==> src/acs_regs.vh <==
// Register map, field positions, reset values and timing counts of the ADC sequencer.
// Assumes an AXI4-Lite master with 32-bit data and one word per register.
// Functional notes
// After reset only a communications register write is accepted before other transfers; the code also accepts communications register reads at any time.
// Communications write selects channel, next direction, power-down and next register.
// Host writes communications register before every other register access.
// Hold bit set keeps filter and modulator reset; no conversion or calibration.
// Hold clear in normal mode converts continuously, one result per data period.
// Normal mode: ready goes low three data periods after hold clears.
// Ready returns high once a data register read completes.
// Unread result at next result: ready high 500 clocks, then low again.
// Hold set while ready low keeps ready low until read or restart.
// Data register may be reread while the next conversion runs.
// Communications status bit mirrors ready output, zero when result valid.
// Mode bits: 00 normal, 01 self, 10 zero-scale, 11 full-scale calibration.
// Self calibration does zero then full step; mode clears after six periods.
// Self calibration: ready low nine periods plus pipeline delay after start.
// System calibration: mode clears after three periods; ready after four plus delay.
// Pipeline delay before first result after calibration is 2000 clocks.
// Host sets hold before writing a calibration command while free-running.
// Each channel keeps its own offset and gain pair, written by calibration.
// Self calibration shorts selected channel inputs for its zero-scale step.
// Host configures gain, polarity, buffer and channel before self calibration.
// Host should recalibrate after gain, polarity, buffer or rate changes.
// Calibration command with ready low raises ready within 128 clocks.
// Data period is 128 times decimation rate clocks, doubled with divider.
// Sequencer is a hold, calibrate, settle and convert state machine.
// After any calibration the block converts freely with mode bits 00.
`ifndef ACS_REGS_VH
`define ACS_REGS_VH
`define ACS_IDX_COMM     3'h0
`define ACS_IDX_SETUP    3'h1
`define ACS_IDX_CLOCK    3'h2
`define ACS_IDX_DATA     3'h3
`define ACS_IDX_OFS0     3'h4
`define ACS_IDX_OFS1     3'h5
`define ACS_IDX_GAIN0    3'h6
`define ACS_IDX_GAIN1    3'h7
`define ACS_COMM_CH      0
`define ACS_COMM_PD      2
`define ACS_COMM_RD      3
`define ACS_COMM_TGT     6:4
`define ACS_COMM_RDY     7
`define ACS_SET_HOLD     0
`define ACS_SET_MODE     7:6
`define ACS_CLK_SEL      2:0
`define ACS_CLK_DIV      3
`define ACS_SETUP_RST    8'h01
`define ACS_CLOCK_RST    4'h5
`define ACS_MODE_NORM    2'h0
`define ACS_MODE_SELF    2'h1
`define ACS_MODE_ZERO    2'h2
`define ACS_MODE_FULL    2'h3
`define ACS_MOD_SHIFT    7
`define ACS_PIPE_CYCLES  2000
`define ACS_BLIP_CYCLES  500
`define ACS_N_NORM       4'h3
`define ACS_N_SELF       4'h6
`define ACS_N_SELF_HALF  4'h3
`define ACS_N_SYS        4'h3
`define ACS_N_SELF_POST  4'h3
`define ACS_N_SYS_POST   4'h1
`define ACS_N_FREE       4'h1
`define ACS_DEC_0        9'h187
`define ACS_DEC_1        9'h139
`define ACS_DEC_2        9'h04E
`define ACS_DEC_3        9'h027
`define ACS_DEC_4        9'h180
`define ACS_DEC_5        9'h140
`define ACS_DEC_6        9'h04D
`define ACS_DEC_7        9'h026
`define ACS_RESP_OKAY    2'h0
`define ACS_RESP_SLVERR  2'h2
`endif

==> src/acs_sequencer.v <==
// Conversion and calibration sequencer of a two-channel sigma-delta ADC with AXI4-Lite registers.
// Assumes the filter supplies a sample and coefficients, and all inputs except the asynchronous SYS_RST are synchronous to CLK.
//
// Our own choices: the register addresses and the AXI4-Lite register port.
`timescale 1ns/1ps
`include "acs_regs.vh"
module acs_sequencer #(
  parameter AW         = 8,
  parameter PIPE_CYC   = `ACS_PIPE_CYCLES,
  parameter BLIP_CYC   = `ACS_BLIP_CYCLES
) (
  input  wire        CLK,
  input  wire        SYS_RST,
  input  wire [AW-1:0] S_AXI_AWADDR,
  input  wire        S_AXI_AWVALID,
  output wire        S_AXI_AWREADY,
  input  wire [31:0] S_AXI_WDATA,
  input  wire [3:0]  S_AXI_WSTRB,
  input  wire        S_AXI_WVALID,
  output wire        S_AXI_WREADY,
  output wire [1:0]  S_AXI_BRESP,
  output wire        S_AXI_BVALID,
  input  wire        S_AXI_BREADY,
  input  wire [AW-1:0] S_AXI_ARADDR,
  input  wire        S_AXI_ARVALID,
  output wire        S_AXI_ARREADY,
  output wire [31:0] S_AXI_RDATA,
  output wire [1:0]  S_AXI_RRESP,
  output wire        S_AXI_RVALID,
  input  wire        S_AXI_RREADY,
  input  wire [15:0] SAMPLE_IN,
  input  wire [23:0] CAL_OFFSET_IN,
  input  wire [23:0] CAL_GAIN_IN,
  output wire        RESULT_READY_N,
  output wire        FILTER_RESET,
  output wire        SHORT_INPUTS,
  output wire        CHANNEL,
  output wire        POWER_DOWN
);
  localparam [1:0] ST_HOLD = 2'h0;
  localparam [1:0] ST_CAL  = 2'h1;
  localparam [1:0] ST_SETL = 2'h2;
  localparam [1:0] ST_CONV = 2'h3;

  reg        bvalid_reg;
  reg [1:0]  bresp_reg;
  reg        rvalid_reg;
  reg [1:0]  rresp_reg;
  reg [31:0] rdata_reg;
  reg [7:0]  comm_reg;
  reg [7:0]  setup_reg;
  reg [3:0]  clock_reg;
  reg        armed_reg;
  reg [15:0] data_reg;
  reg        ready_n_reg;
  reg [9:0]  blip_reg;
  reg [1:0]  state_reg;
  reg [16:0] tick_reg;
  reg [3:0]  per_reg;
  reg [3:0]  target_reg;
  reg        pipe_reg;
  reg [11:0] settle_reg;
  reg        hold_q_reg;
  reg        restart_reg;
  reg        cal_ch_reg;
  reg        wr_ofs_reg;
  reg        wr_gain_reg;
  reg        filt_rst_reg;
  reg [23:0] ofs_reg  [0:1];
  reg [23:0] gain_reg [0:1];

  function [31:0] merge;
    input [31:0] old;
    input [31:0] dat;
    input [3:0]  strb;
    integer i;
    begin
      for (i = 0; i < 4; i = i + 1) begin
        merge[i*8 +: 8] = strb[i] ? dat[i*8 +: 8] : old[i*8 +: 8];
      end
    end
  endfunction

  function [8:0] decim;
    input [2:0] sel;
    begin
      case (sel)
        3'h0: decim = `ACS_DEC_0;
        3'h1: decim = `ACS_DEC_1;
        3'h2: decim = `ACS_DEC_2;
        3'h3: decim = `ACS_DEC_3;
        3'h4: decim = `ACS_DEC_4;
        3'h5: decim = `ACS_DEC_5;
        3'h6: decim = `ACS_DEC_6;
        default: decim = `ACS_DEC_7;
      endcase
    end
  endfunction

  // Write channels are taken together, one transfer at a time.
  wire        wr_go  = S_AXI_AWVALID & S_AXI_WVALID & ~bvalid_reg;
  wire        rd_go  = S_AXI_ARVALID & ~rvalid_reg;
  wire [2:0]  widx   = S_AXI_AWADDR[4:2];
  wire [2:0]  ridx   = S_AXI_ARADDR[4:2];
  wire        w_map  = (S_AXI_AWADDR[AW-1:5] == {(AW-5){1'b0}});
  wire        r_map  = (S_AXI_ARADDR[AW-1:5] == {(AW-5){1'b0}});
  wire [2:0]  tgt    = comm_reg[`ACS_COMM_TGT];
  wire        w_ok   = w_map & ((widx == `ACS_IDX_COMM) |
                       (armed_reg & ~comm_reg[`ACS_COMM_RD] & (widx == tgt)));
  wire        r_ok   = r_map & ((ridx == `ACS_IDX_COMM) |
                       (armed_reg & comm_reg[`ACS_COMM_RD] & (ridx == tgt)));
  wire        wr_en  = wr_go & w_ok;
  wire [31:0] wmerge_setup = merge({24'h000000, setup_reg}, S_AXI_WDATA, S_AXI_WSTRB);
  wire [31:0] wmerge_comm  = merge({24'h000000, comm_reg}, S_AXI_WDATA, S_AXI_WSTRB);
  wire [31:0] wmerge_clock = merge({28'h0000000, clock_reg}, S_AXI_WDATA, S_AXI_WSTRB);
  wire        setup_wr = wr_en & (widx == `ACS_IDX_SETUP);
  wire        data_rd  = rd_go & r_ok & (ridx == `ACS_IDX_DATA);
  wire        hold     = setup_reg[`ACS_SET_HOLD];
  wire [1:0]  mode     = setup_reg[`ACS_SET_MODE];
  wire [16:0] odr_len  = {8'h00, decim(clock_reg[`ACS_CLK_SEL])}
                         << (`ACS_MOD_SHIFT + clock_reg[`ACS_CLK_DIV]);
  wire        per_end  = (tick_reg == odr_len - 17'h00001);
  wire [3:0]  per_next = per_reg + 4'h1;
  wire        start    = restart_reg | (hold_q_reg & ~hold);
  wire        unread   = ~ready_n_reg & ~data_rd;

  assign S_AXI_AWREADY  = wr_go;
  assign S_AXI_WREADY   = wr_go;
  assign S_AXI_BVALID   = bvalid_reg;
  assign S_AXI_BRESP    = bresp_reg;
  assign S_AXI_ARREADY  = rd_go;
  assign S_AXI_RVALID   = rvalid_reg;
  assign S_AXI_RRESP    = rresp_reg;
  assign S_AXI_RDATA    = rdata_reg;
  assign RESULT_READY_N = ready_n_reg;
  assign FILTER_RESET   = filt_rst_reg;
  assign SHORT_INPUTS   = (state_reg == ST_CAL) & (mode == `ACS_MODE_SELF) &
                          (per_reg < `ACS_N_SELF_HALF);
  assign CHANNEL        = comm_reg[`ACS_COMM_CH];
  assign POWER_DOWN     = comm_reg[`ACS_COMM_PD];

  // Bus responses and register reads.
  always @(posedge CLK or posedge SYS_RST) begin
    if (SYS_RST) begin
      bvalid_reg <= 1'b0;
      bresp_reg  <= `ACS_RESP_OKAY;
      rvalid_reg <= 1'b0;
      rresp_reg  <= `ACS_RESP_OKAY;
      rdata_reg  <= 32'h00000000;
    end else begin
      if (wr_go) begin
        bvalid_reg <= 1'b1;
        bresp_reg  <= w_map ? `ACS_RESP_OKAY : `ACS_RESP_SLVERR;
      end else if (S_AXI_BREADY) begin
        bvalid_reg <= 1'b0;
      end
      if (rd_go) begin
        rvalid_reg <= 1'b1;
        rresp_reg  <= r_map ? `ACS_RESP_OKAY : `ACS_RESP_SLVERR;
        rdata_reg  <= 32'h00000000;
        if (r_ok) begin
          case (ridx)
            `ACS_IDX_COMM:  rdata_reg <= {24'h000000, ready_n_reg, comm_reg[6:0]};
            `ACS_IDX_SETUP: rdata_reg <= {24'h000000, setup_reg};
            `ACS_IDX_CLOCK: rdata_reg <= {28'h0000000, clock_reg};
            `ACS_IDX_DATA:  rdata_reg <= {16'h0000, data_reg};
            `ACS_IDX_OFS0:  rdata_reg <= {8'h00, ofs_reg[0]};
            `ACS_IDX_OFS1:  rdata_reg <= {8'h00, ofs_reg[1]};
            `ACS_IDX_GAIN0: rdata_reg <= {8'h00, gain_reg[0]};
            default:        rdata_reg <= {8'h00, gain_reg[1]};
          endcase
        end
      end else if (S_AXI_RREADY) begin
        rvalid_reg <= 1'b0;
      end
    end
  end

  // Per-channel coefficient pairs; a calibration result wins over a host write.
  genvar ch;
  generate
    for (ch = 0; ch < 2; ch = ch + 1) begin : g_coef
      wire [31:0] ofs_wr  = merge({8'h00, ofs_reg[ch]}, S_AXI_WDATA, S_AXI_WSTRB);
      wire [31:0] gain_wr = merge({8'h00, gain_reg[ch]}, S_AXI_WDATA, S_AXI_WSTRB);
      always @(posedge CLK or posedge SYS_RST) begin
        if (SYS_RST) begin
          ofs_reg[ch]  <= 24'h000000;
          gain_reg[ch] <= 24'h000000;
        end else begin
          if (wr_en && widx == `ACS_IDX_OFS0 + ch)
            ofs_reg[ch] <= ofs_wr[23:0];
          if (wr_en && widx == `ACS_IDX_GAIN0 + ch)
            gain_reg[ch] <= gain_wr[23:0];
          if (wr_ofs_reg && cal_ch_reg == ch)
            ofs_reg[ch] <= CAL_OFFSET_IN;
          if (wr_gain_reg && cal_ch_reg == ch)
            gain_reg[ch] <= CAL_GAIN_IN;
        end
      end
    end
  endgenerate

  // Access order, configuration and the conversion sequence.
  always @(posedge CLK or posedge SYS_RST) begin
    if (SYS_RST) begin
      comm_reg     <= 8'h00;
      setup_reg    <= `ACS_SETUP_RST;
      clock_reg    <= `ACS_CLOCK_RST;
      armed_reg    <= 1'b0;
      data_reg     <= 16'h0000;
      ready_n_reg  <= 1'b1;
      blip_reg     <= 10'h000;
      state_reg    <= ST_HOLD;
      tick_reg     <= 17'h00000;
      per_reg      <= 4'h0;
      target_reg   <= 4'h0;
      pipe_reg     <= 1'b0;
      settle_reg   <= 12'h000;
      hold_q_reg   <= 1'b1;
      restart_reg  <= 1'b0;
      cal_ch_reg   <= 1'b0;
      wr_ofs_reg   <= 1'b0;
      wr_gain_reg  <= 1'b0;
      filt_rst_reg <= 1'b1;
    end else begin
      wr_ofs_reg   <= 1'b0;
      wr_gain_reg  <= 1'b0;
      restart_reg  <= 1'b0;
      hold_q_reg   <= hold;
      filt_rst_reg <= hold;
      if ((wr_go && w_map && widx != `ACS_IDX_COMM) || (rd_go && r_map && ridx != `ACS_IDX_COMM))
        armed_reg <= 1'b0;
      if (wr_en && widx == `ACS_IDX_COMM) begin
        comm_reg  <= {1'b0, wmerge_comm[6:0]};
        armed_reg <= 1'b1;
      end
      if (wr_en && widx == `ACS_IDX_CLOCK)
        clock_reg <= wmerge_clock[3:0];
      if (setup_wr) begin
        setup_reg <= wmerge_setup[7:0];
        if (!hold && !wmerge_setup[`ACS_SET_HOLD] &&
            wmerge_setup[`ACS_SET_MODE] != `ACS_MODE_NORM)
          restart_reg <= 1'b1;
      end
      if (data_rd) begin
        ready_n_reg <= 1'b1;
        blip_reg    <= 10'h000;
      end else if (blip_reg != 10'h000) begin
        blip_reg <= blip_reg - 10'h001;
        if (blip_reg == 10'h001)
          ready_n_reg <= 1'b0;
      end
      tick_reg <= per_end ? 17'h00000 : tick_reg + 17'h00001;
      if (per_end)
        per_reg <= per_next;
      if (hold) begin
        state_reg <= ST_HOLD;
        tick_reg  <= 17'h00000;
        per_reg   <= 4'h0;
      end else if (start) begin
        ready_n_reg <= 1'b1;
        blip_reg    <= 10'h000;
        tick_reg    <= 17'h00000;
        per_reg     <= 4'h0;
        cal_ch_reg  <= comm_reg[`ACS_COMM_CH];
        pipe_reg    <= 1'b0;
        if (mode == `ACS_MODE_NORM) begin
          state_reg  <= ST_CONV;
          target_reg <= `ACS_N_NORM;
        end else begin
          state_reg  <= ST_CAL;
          target_reg <= (mode == `ACS_MODE_SELF) ? `ACS_N_SELF : `ACS_N_SYS;
        end
      end else begin
        case (state_reg)
          ST_CAL: begin
            if (per_end && mode == `ACS_MODE_SELF && per_next == `ACS_N_SELF_HALF)
              wr_ofs_reg <= 1'b1;
            if (per_end && per_next == target_reg) begin
              wr_ofs_reg  <= (mode == `ACS_MODE_ZERO);
              wr_gain_reg <= (mode != `ACS_MODE_ZERO);
              setup_reg[`ACS_SET_MODE] <= `ACS_MODE_NORM;
              state_reg   <= ST_CONV;
              per_reg     <= 4'h0;
              pipe_reg    <= 1'b1;
              target_reg  <= (mode == `ACS_MODE_SELF) ? `ACS_N_SELF_POST : `ACS_N_SYS_POST;
            end
          end
          ST_CONV: begin
            if (per_end && per_next == target_reg) begin
              per_reg    <= 4'h0;
              target_reg <= `ACS_N_FREE;
              if (pipe_reg) begin
                state_reg  <= ST_SETL;
                settle_reg <= 12'h000;
              end else begin
                data_reg <= SAMPLE_IN;
                if (unread) begin
                  ready_n_reg <= 1'b1;
                  blip_reg    <= BLIP_CYC[9:0];
                end else begin
                  ready_n_reg <= 1'b0;
                end
              end
            end
          end
          ST_SETL: begin
            settle_reg <= settle_reg + 12'h001;
            tick_reg   <= 17'h00000;
            per_reg    <= 4'h0;
            if (settle_reg == PIPE_CYC[11:0] - 12'h001) begin
              state_reg   <= ST_CONV;
              pipe_reg    <= 1'b0;
              data_reg    <= SAMPLE_IN;
              ready_n_reg <= 1'b0;
            end
          end
          default: begin
            state_reg <= ST_HOLD;
          end
        endcase
      end
    end
  end
endmodule

==> config.mk <==
export PLATFORM = sky130hd
export DESIGN_NAME = acs_sequencer
export DESIGN_NICKNAME = d
export VERILOG_FILES = /design/src/acs_sequencer.v
export VERILOG_INCLUDE_DIRS = /design/src
export SDC_FILE = /design/constraint.sdc
export NUM_CORES = 1
export LEC_CHECK = 0
export BUFFER_PORTS_ARGS = -buffer_cell sky130_fd_sc_hd__buf_2
export CAP_MARGIN = 15
export CORE_ASPECT_RATIO = 0.7
export CORE_MARGIN = 2
export CORE_UTILIZATION = 35
export CTS_BUF_LIST = sky130_fd_sc_hd__clkbuf_2
export DETAILED_ROUTE_END_ITERATION = 16
export SYNTH_ARGS = -nofsm -noshare
export SYNTH_HDL_FRONTEND = slang
export SYNTH_SLANG_ARGS = --single-unit
export TNS_END_PERCENT = 10
==> constraint.sdc <==
create_clock -name CLK -period 14.1 [get_ports CLK]
set_clock_uncertainty 0.2 [all_clocks]
set_input_delay 0.705 -clock CLK [delete_from_list [all_inputs] [get_ports CLK]]
set_output_delay 0.705 -clock CLK [all_outputs]
set_load 0.01 [all_outputs]
Yosys cells after proc, flatten, opt, wreduce, memory -nomap -nowiden
Cells that the tools add are included.
{ "totals": {"wordCells": 283, "output_inout_bits": 46, "regBits": 226, "input_bits": 123} }
{ "op_classes": {"n_bitwise": 28, "n_eq_ne": 42, "reduce_logical": 76, "n_mux": 92, "shifts": 1, "magnitude_cmp": 1, "addsub": 6} }
{ "op_table": {"columns": ["cell", "n"], "rows": [
  ["two-way mux 24 bit", 9],
  ["case mux 24 bit (7 select lines)", 1],
  ["two-way mux 10 bit", 8],
  ["two-way mux 17 bit", 4],
  ["case mux 9 bit (7 select lines)", 1],
  ["two-way mux 16 bit", 3],
  ["nonzero test 2 bit", 21],
  ["two-way mux 8 bit", 5],
  ["case mux 16 bit (2 select lines)", 1],
  ["AND reduction 2 bit", 16],
  ["equality test 3 bit, second input constant", 10],
  ["two-way mux 1 bit", 29],
  ["two-way mux 2 bit", 14],
  ["two-way mux 4 bit", 7],
  ["two-way mux 12 bit", 2],
  ["case mux 12 bit (2 select lines)", 1],
  ["logical AND 1 bit", 19],
  ["adder 17 x 1 -> 17 bit, second input constant", 1],
  ["bitwise AND 1 bit", 17],
  ["equality test 17 bit", 1],
  ["<< shifter 9 x 4 -> 17 bit", 1],
  ["subtractor 17 x 1 -> 17 bit, second input constant", 1],
  ["case mux 4 bit (2 select lines)", 2],
  ["equality test 3 x 2 -> 1 bit, second input constant", 5],
  ["other kinds (33)", 67]
]} }

Logic depth before layout (Yosys ltp)
{ "depth": {"ltp_word": 14, "ltp_mapped": 10} }

Worst setup path before layout
No wires, ideal clock.
{ "synth_timing": {"kind": "flip-flop to flip-flop", "start": "reg per_reg[0]", "end": "reg data_reg[0]", "period_less_slack_ns": 3.232, "arrival_ns": 2.907, "required_time_ns": 13.775, "path_slack_ns": 10.868, "stages_incl_launch_ff": 11, "path_buffers": 1, "cell_sequence": "dfrtp_1 > inv_1 > ha_1 > xnor2_1 > nor2_1 > o21ai_0 > nor4_1 > nand4_1 > a211oi_2 > buf_4 > mux2_2"} }
{ "synth_between": {"elab_chain_cells": 5} }
{ "synth_lines": {"columns": ["element", "line_no", "rtl"], "rows": [
  ["from (decl)", "acs_sequencer.v:59", "reg [3:0] per_reg;"],
  ["from (signal assigned)", "acs_sequencer.v:255", "per_reg <= per_next;"],
  ["adder 4 x 1 -> 4 bit", "acs_sequencer.v:123", "wire [3:0] per_next = per_reg + 4'h1;"],
  ["equality test 4 bit", "acs_sequencer.v:290", "if (per_end && per_next == target_reg) begin"],
  ["logical AND 1 bit", "acs_sequencer.v:290", null],
  ["inequality test 2 bit (no line)", null, null],
  ["AND reduction 6 bit (no line)", null, null],
  ["to (signal assigned)", "acs_sequencer.v:210", "data_reg <= 16'h0000;"],
  ["to (signal assigned)", "acs_sequencer.v:297", "data_reg <= SAMPLE_IN;"],
  ["to (signal assigned)", "acs_sequencer.v:314", "data_reg <= SAMPLE_IN;"],
  ["to (decl)", "acs_sequencer.v:54", "reg [15:0] data_reg;"]
]} }
Every way passes these cells.
A chain may end at the register's enable or synchronous reset.

Final worst setup path
{ "layout_timing": {"start": "reg bvalid_reg, in the netlist S_AXI_BVALID", "end": "reg gain_reg[30] in the netlist's numbering"} }
{ "layout_between": {"elab_chain_cells": 6} }
{ "layout_lines": {"columns": ["element", "line_no", "rtl"], "rows": [
  ["from (decl)", "acs_sequencer.v:45", "reg bvalid_reg;"],
  ["from (signal assigned)", "acs_sequencer.v:145", "bvalid_reg <= 1'b0;"],
  ["from (signal assigned)", "acs_sequencer.v:152", "bvalid_reg <= 1'b1;"],
  ["from (signal assigned)", "acs_sequencer.v:155", "bvalid_reg <= 1'b0;"],
  ["NOT 1 bit", "acs_sequencer.v:101", "wire wr_go = S_AXI_AWVALID & S_AXI_WVALID & ~bvalid_reg;"],
  ["bitwise AND 1 bit", "acs_sequencer.v:101", null],
  ["bitwise AND 1 bit", "acs_sequencer.v:112", "wire wr_en = wr_go & w_ok;"],
  ["logical AND 1 bit", "acs_sequencer.v:192", "if (wr_en && widx == `ACS_IDX_GAIN0 + ch)"],
  ["nonzero test 2 bit (no line)", null, null],
  ["AND reduction 2 bit (no line)", null, null],
  ["to (signal, indexed assignment)", "acs_sequencer.v:193", "gain_reg[ch] <= gain_wr[23:0];"],
  ["to (decl)", "acs_sequencer.v:70", "reg [23:0] gain_reg [0:1];"]
]} }
Every way passes these cells.

==> flow_metrics.py <==
metrics = {
    "clock_network": {
        "cts_tree": "yes",
        "cts_max_path_buffers": 3,
        "htree_levels": 2,
        "path_clk_slew_ps": 110,
        "cts_resized": 0,
        "clk_latency_ps": 920,
        "cts_buffers": 52,
        "cts-root-buf": "clkbuf_2",
        "cts_sinks": 215,
    },
    "power": {
        "vdd_drop_max_mv": 0.0384,
        "p_clk_frac": 0.347,
        "p_per_area_mw_per_mm2": 84.5,
        "power_mw": 1.26,
        "p_comb_frac": 0.129,
        "switching_power_uw": 372,
        "switching_share": 0.295,
        "p_int_uw": 890,
        "p_leak_nw": 7.18,
        "sequentialPowerShare": 0.523,
    },
    "worst_setup_path": {
        "path_cells": "nand3b_1 -> or4_1 -> nor4_1 -> nand3_1 -> o21ai_1 -> buf_4 -> nor2_1 -> a31oi_1 -> dlygate4sd3_1",
        "r2r-end": "gain_reg[30]$_DFFE_PP0P_",
        "rr_startpoint": "S_AXI_BVALID$_DFFE_PP0P_",
        "critPathTopFamily": "simple AND/OR/NAND/NOR gates",
        "slowest_delay_ps": 750,
        "critPathLaunch": "S_AXI_BVALID$_DFFE_PP0P_",
        "critPathSlowestCell": "nor4_1",
        "critPathLaunchType": "register",
        "worstPathRequired_ps": 14720,
        "path_buf_inv": 2,
        "reg2regPathDepth": 9,
        "r2r_slack_ps": 9860,
        "end_kind": "register",
        "worst-path-max-fanout": 9,
        "critPathKind": "reg2reg",
        "cp.depth": 9,
        "arrival_ps": 4870,
    },
    "sta": {
        "hold_viol": 0,
        "tightest_slew_ps": 1050,
        "min_period_ps": 4240,
        "setup_viol": 0,
        "tns_ps": 0,
        "period_share": 0.301,
        "max_freq_mhz": 236,
        "slew_viol_final": 0,
        "setup_slack_ps": 9860,
        "slew_headroom": 0.300,
        "rsz0062_at_grt": "no",
    },
    "synth": {
        "synth_xor_area_frac": 0.0280,
        "muxShareOfSynthArea": 0.131,
        "async_flop_share": 1.00,
        "synth-edff-count": 0,
        "ys_types": 72,
        "post-synth-top-count-cell": "dfrtp_1",
        "syn_area_per_cell_um2": 9.41,
        "synth.cell_area_mm2": 0.0119,
        "ys_warn_count": 0,
        "synth_top_family_by_area": "simple AND/OR/NAND/NOR gates",
        "synth_compound_area_frac": 0.149,
        "synth_top_flop_cell": "dfrtp_1",
        "postSynthCellCount": 1264,
        "synth.top_cell.area_share": 0.442,
        "ys_seq_area_frac": 0.453,
        "yosysTopAreaCell": "dfrtp_1",
        "ys_top_cells_by_count": "210 x dfrtp_1, 162 x nand2_1, 149 x nor2_1",
        "synthSimpleGateAreaFrac": 0.186,
        "ys_ff_latch": 215,
        "synth_adder_area_share": 0.0105,
        "synthTopCellsByArea": "dfrtp_1 44%, mux2i_1 6.2%, nand2_1 5.1%",
    },
    "layout": {
        "post_route_cells_drive_above_1_share": 0.212,
        "postLayoutCellArea_mm2": 0.0149,
        "nets": 1682,
        "areaGrowthSynthToFinish_pct": 25.5,
    },
    "hold_path": {
        "hold_depth": 4,
        "min_path_type": "in2reg",
        "hold_start": "S_AXI_ARVALID",
        "min_to": "S_AXI_RVALID$_DFFE_PP0P_",
    },
    "global_routing": {
        "grt_pass1_vias": 10500,
        "grt_max_degree": 78,
        "grt-ovfl-total": 0,
        "track_usage": 0.212,
        "antenna_found_initial": 3,
        "grt_pass1_wl_mm": 58.4,
    },
    "placed_design": {
        "post_dp_cell_area_mm2": 0.0130,
        "io_buffers": 145,
        "dp_hpwl_mm": 24.8,
        "pre_cts_ws_ps": 10070,
        "gp_congestion": 0.908,
    },
    "detailed_routing": {
        "vias": 10900,
        "drtIter0Drc": 890,
        "via_per_inst": 5.38,
        "drt_pass1_iterations": 7,
        "wl_per_cell_um": 18.5,
        "drc_errors": 0,
        "drt-total-wl_mm": 37.5,
        "ant_nets": 0,
    },
    "die": {
        "design.portCount": 169,
        "dieArea_mm2": 0.0355,
        "floorplan.initialDensity": 0.355,
        "rows": 56,
        "core_area_mm2": 0.0335,
        "die_x_um": 224,
        "die_h_um": 158,
    },
    "run_status": {
        "status": "finished clean",
    },
    "flow_run": {
        "drv_cap": 0,
    },
}
==> worst min-delay path, cell delays in order <==
cell,delay (ps)
buf_2,70
nand2b_1,50
buf_4,250
o21ai_0,130
==> how the worst max path moves through the flow <==
| stage | to | slack [ps] |
|---|---|---|
| detailed placement | settle_reg[0]$_DFFE_PP0P_ | 10070 |
| finish | gain_reg[30]$_DFFE_PP0P_ | 9860 |
| global placement | settle_reg[0]$_DFFE_PP0P_ | 10130 |
| floorplan | S_AXI_BRESP[1]$_DFFE_PP0P_ | 7320 |
| CTS | ofs_reg[35]$_DFFE_PP0P_ | 9930 |
| global route | settle_reg[11]$_DFFE_PP0P_ | 9610 |
==> final cells by class <==
type                            instances  area, um2
Tap cell                              435        544
Sequential cell                       215       5390
Clock buffer                           84        420
Multi-Input combinational cell        939       6070
Antenna cell                            1       2.50
Inverter                               30        120
Clock inverter                          7       57.6
Fill cell                            3247      18600
Timing Repair Buffer                  311       2330
==> metrics by stage <==
step                      hold WS, ps  cells  utilization
after floorplan                   176   1273            -
after global placement            262   1783        0.388
after global routing             93.1   2022        0.446
final                             121   2022        0.446
after CTS                        58.1   2019        0.445
after detailed placement          267   1783        0.388
==> kinds of logic (layout without fill, tap and decap cells) <==
logic type / Yosys count / after routing
simple gates: 473 / 473
other cells: 1 / 11
compound gates: 278 / 278
mux: 130 / 130
xor+xnor: 38 / 38
flops: 215 / 215
buf+inv: 119 / 432
fa+ha+maj: 10 / 10
==> cell usage in the layout (no fill, tap or decap), types with 39 or more instances in the layout <==
cell type	count
mux2_2	39
mux2i_1	74
clkbuf_2	84
dfrtp_1	210
o21ai_0	47
buf_2	145
nand2_1	160
nor2_1	149
dlygate4sd3_1	145
a31oi_1	56
a21oi_1	72
==> per-layer routing <==
metal,vias to the layer above,wire (um),global-route usage
met2,390,15900,0.310
met1,5328,18000,0.310
met5,-,0,0
met4,0,874,0.0684
met3,76,2700,0.0461
li1,5092,-,-
==> repair_timing <==
action,CTS,global route
buffers inserted,0,0
hold endpoints to repair,205,0
hold buffers,145,0
==> power by group through the flow <==
| stage | registers [mW] | logic [mW] | clock network (mW) |
|---|---|---|---|
| after floorplan | 0.668 | 0.0931 | 0 |
| after global placement | 0.671 | 0.138 | 0 |
| after detailed placement | 0.672 | 0.140 | 0 |
| after CTS | 0.660 | 0.162 | 0.452 |
| after global routing | 0.664 | 0.182 | 0.487 |
| final | 0.661 | 0.163 | 0.438 |
Power figures use the tool's default switching activity.
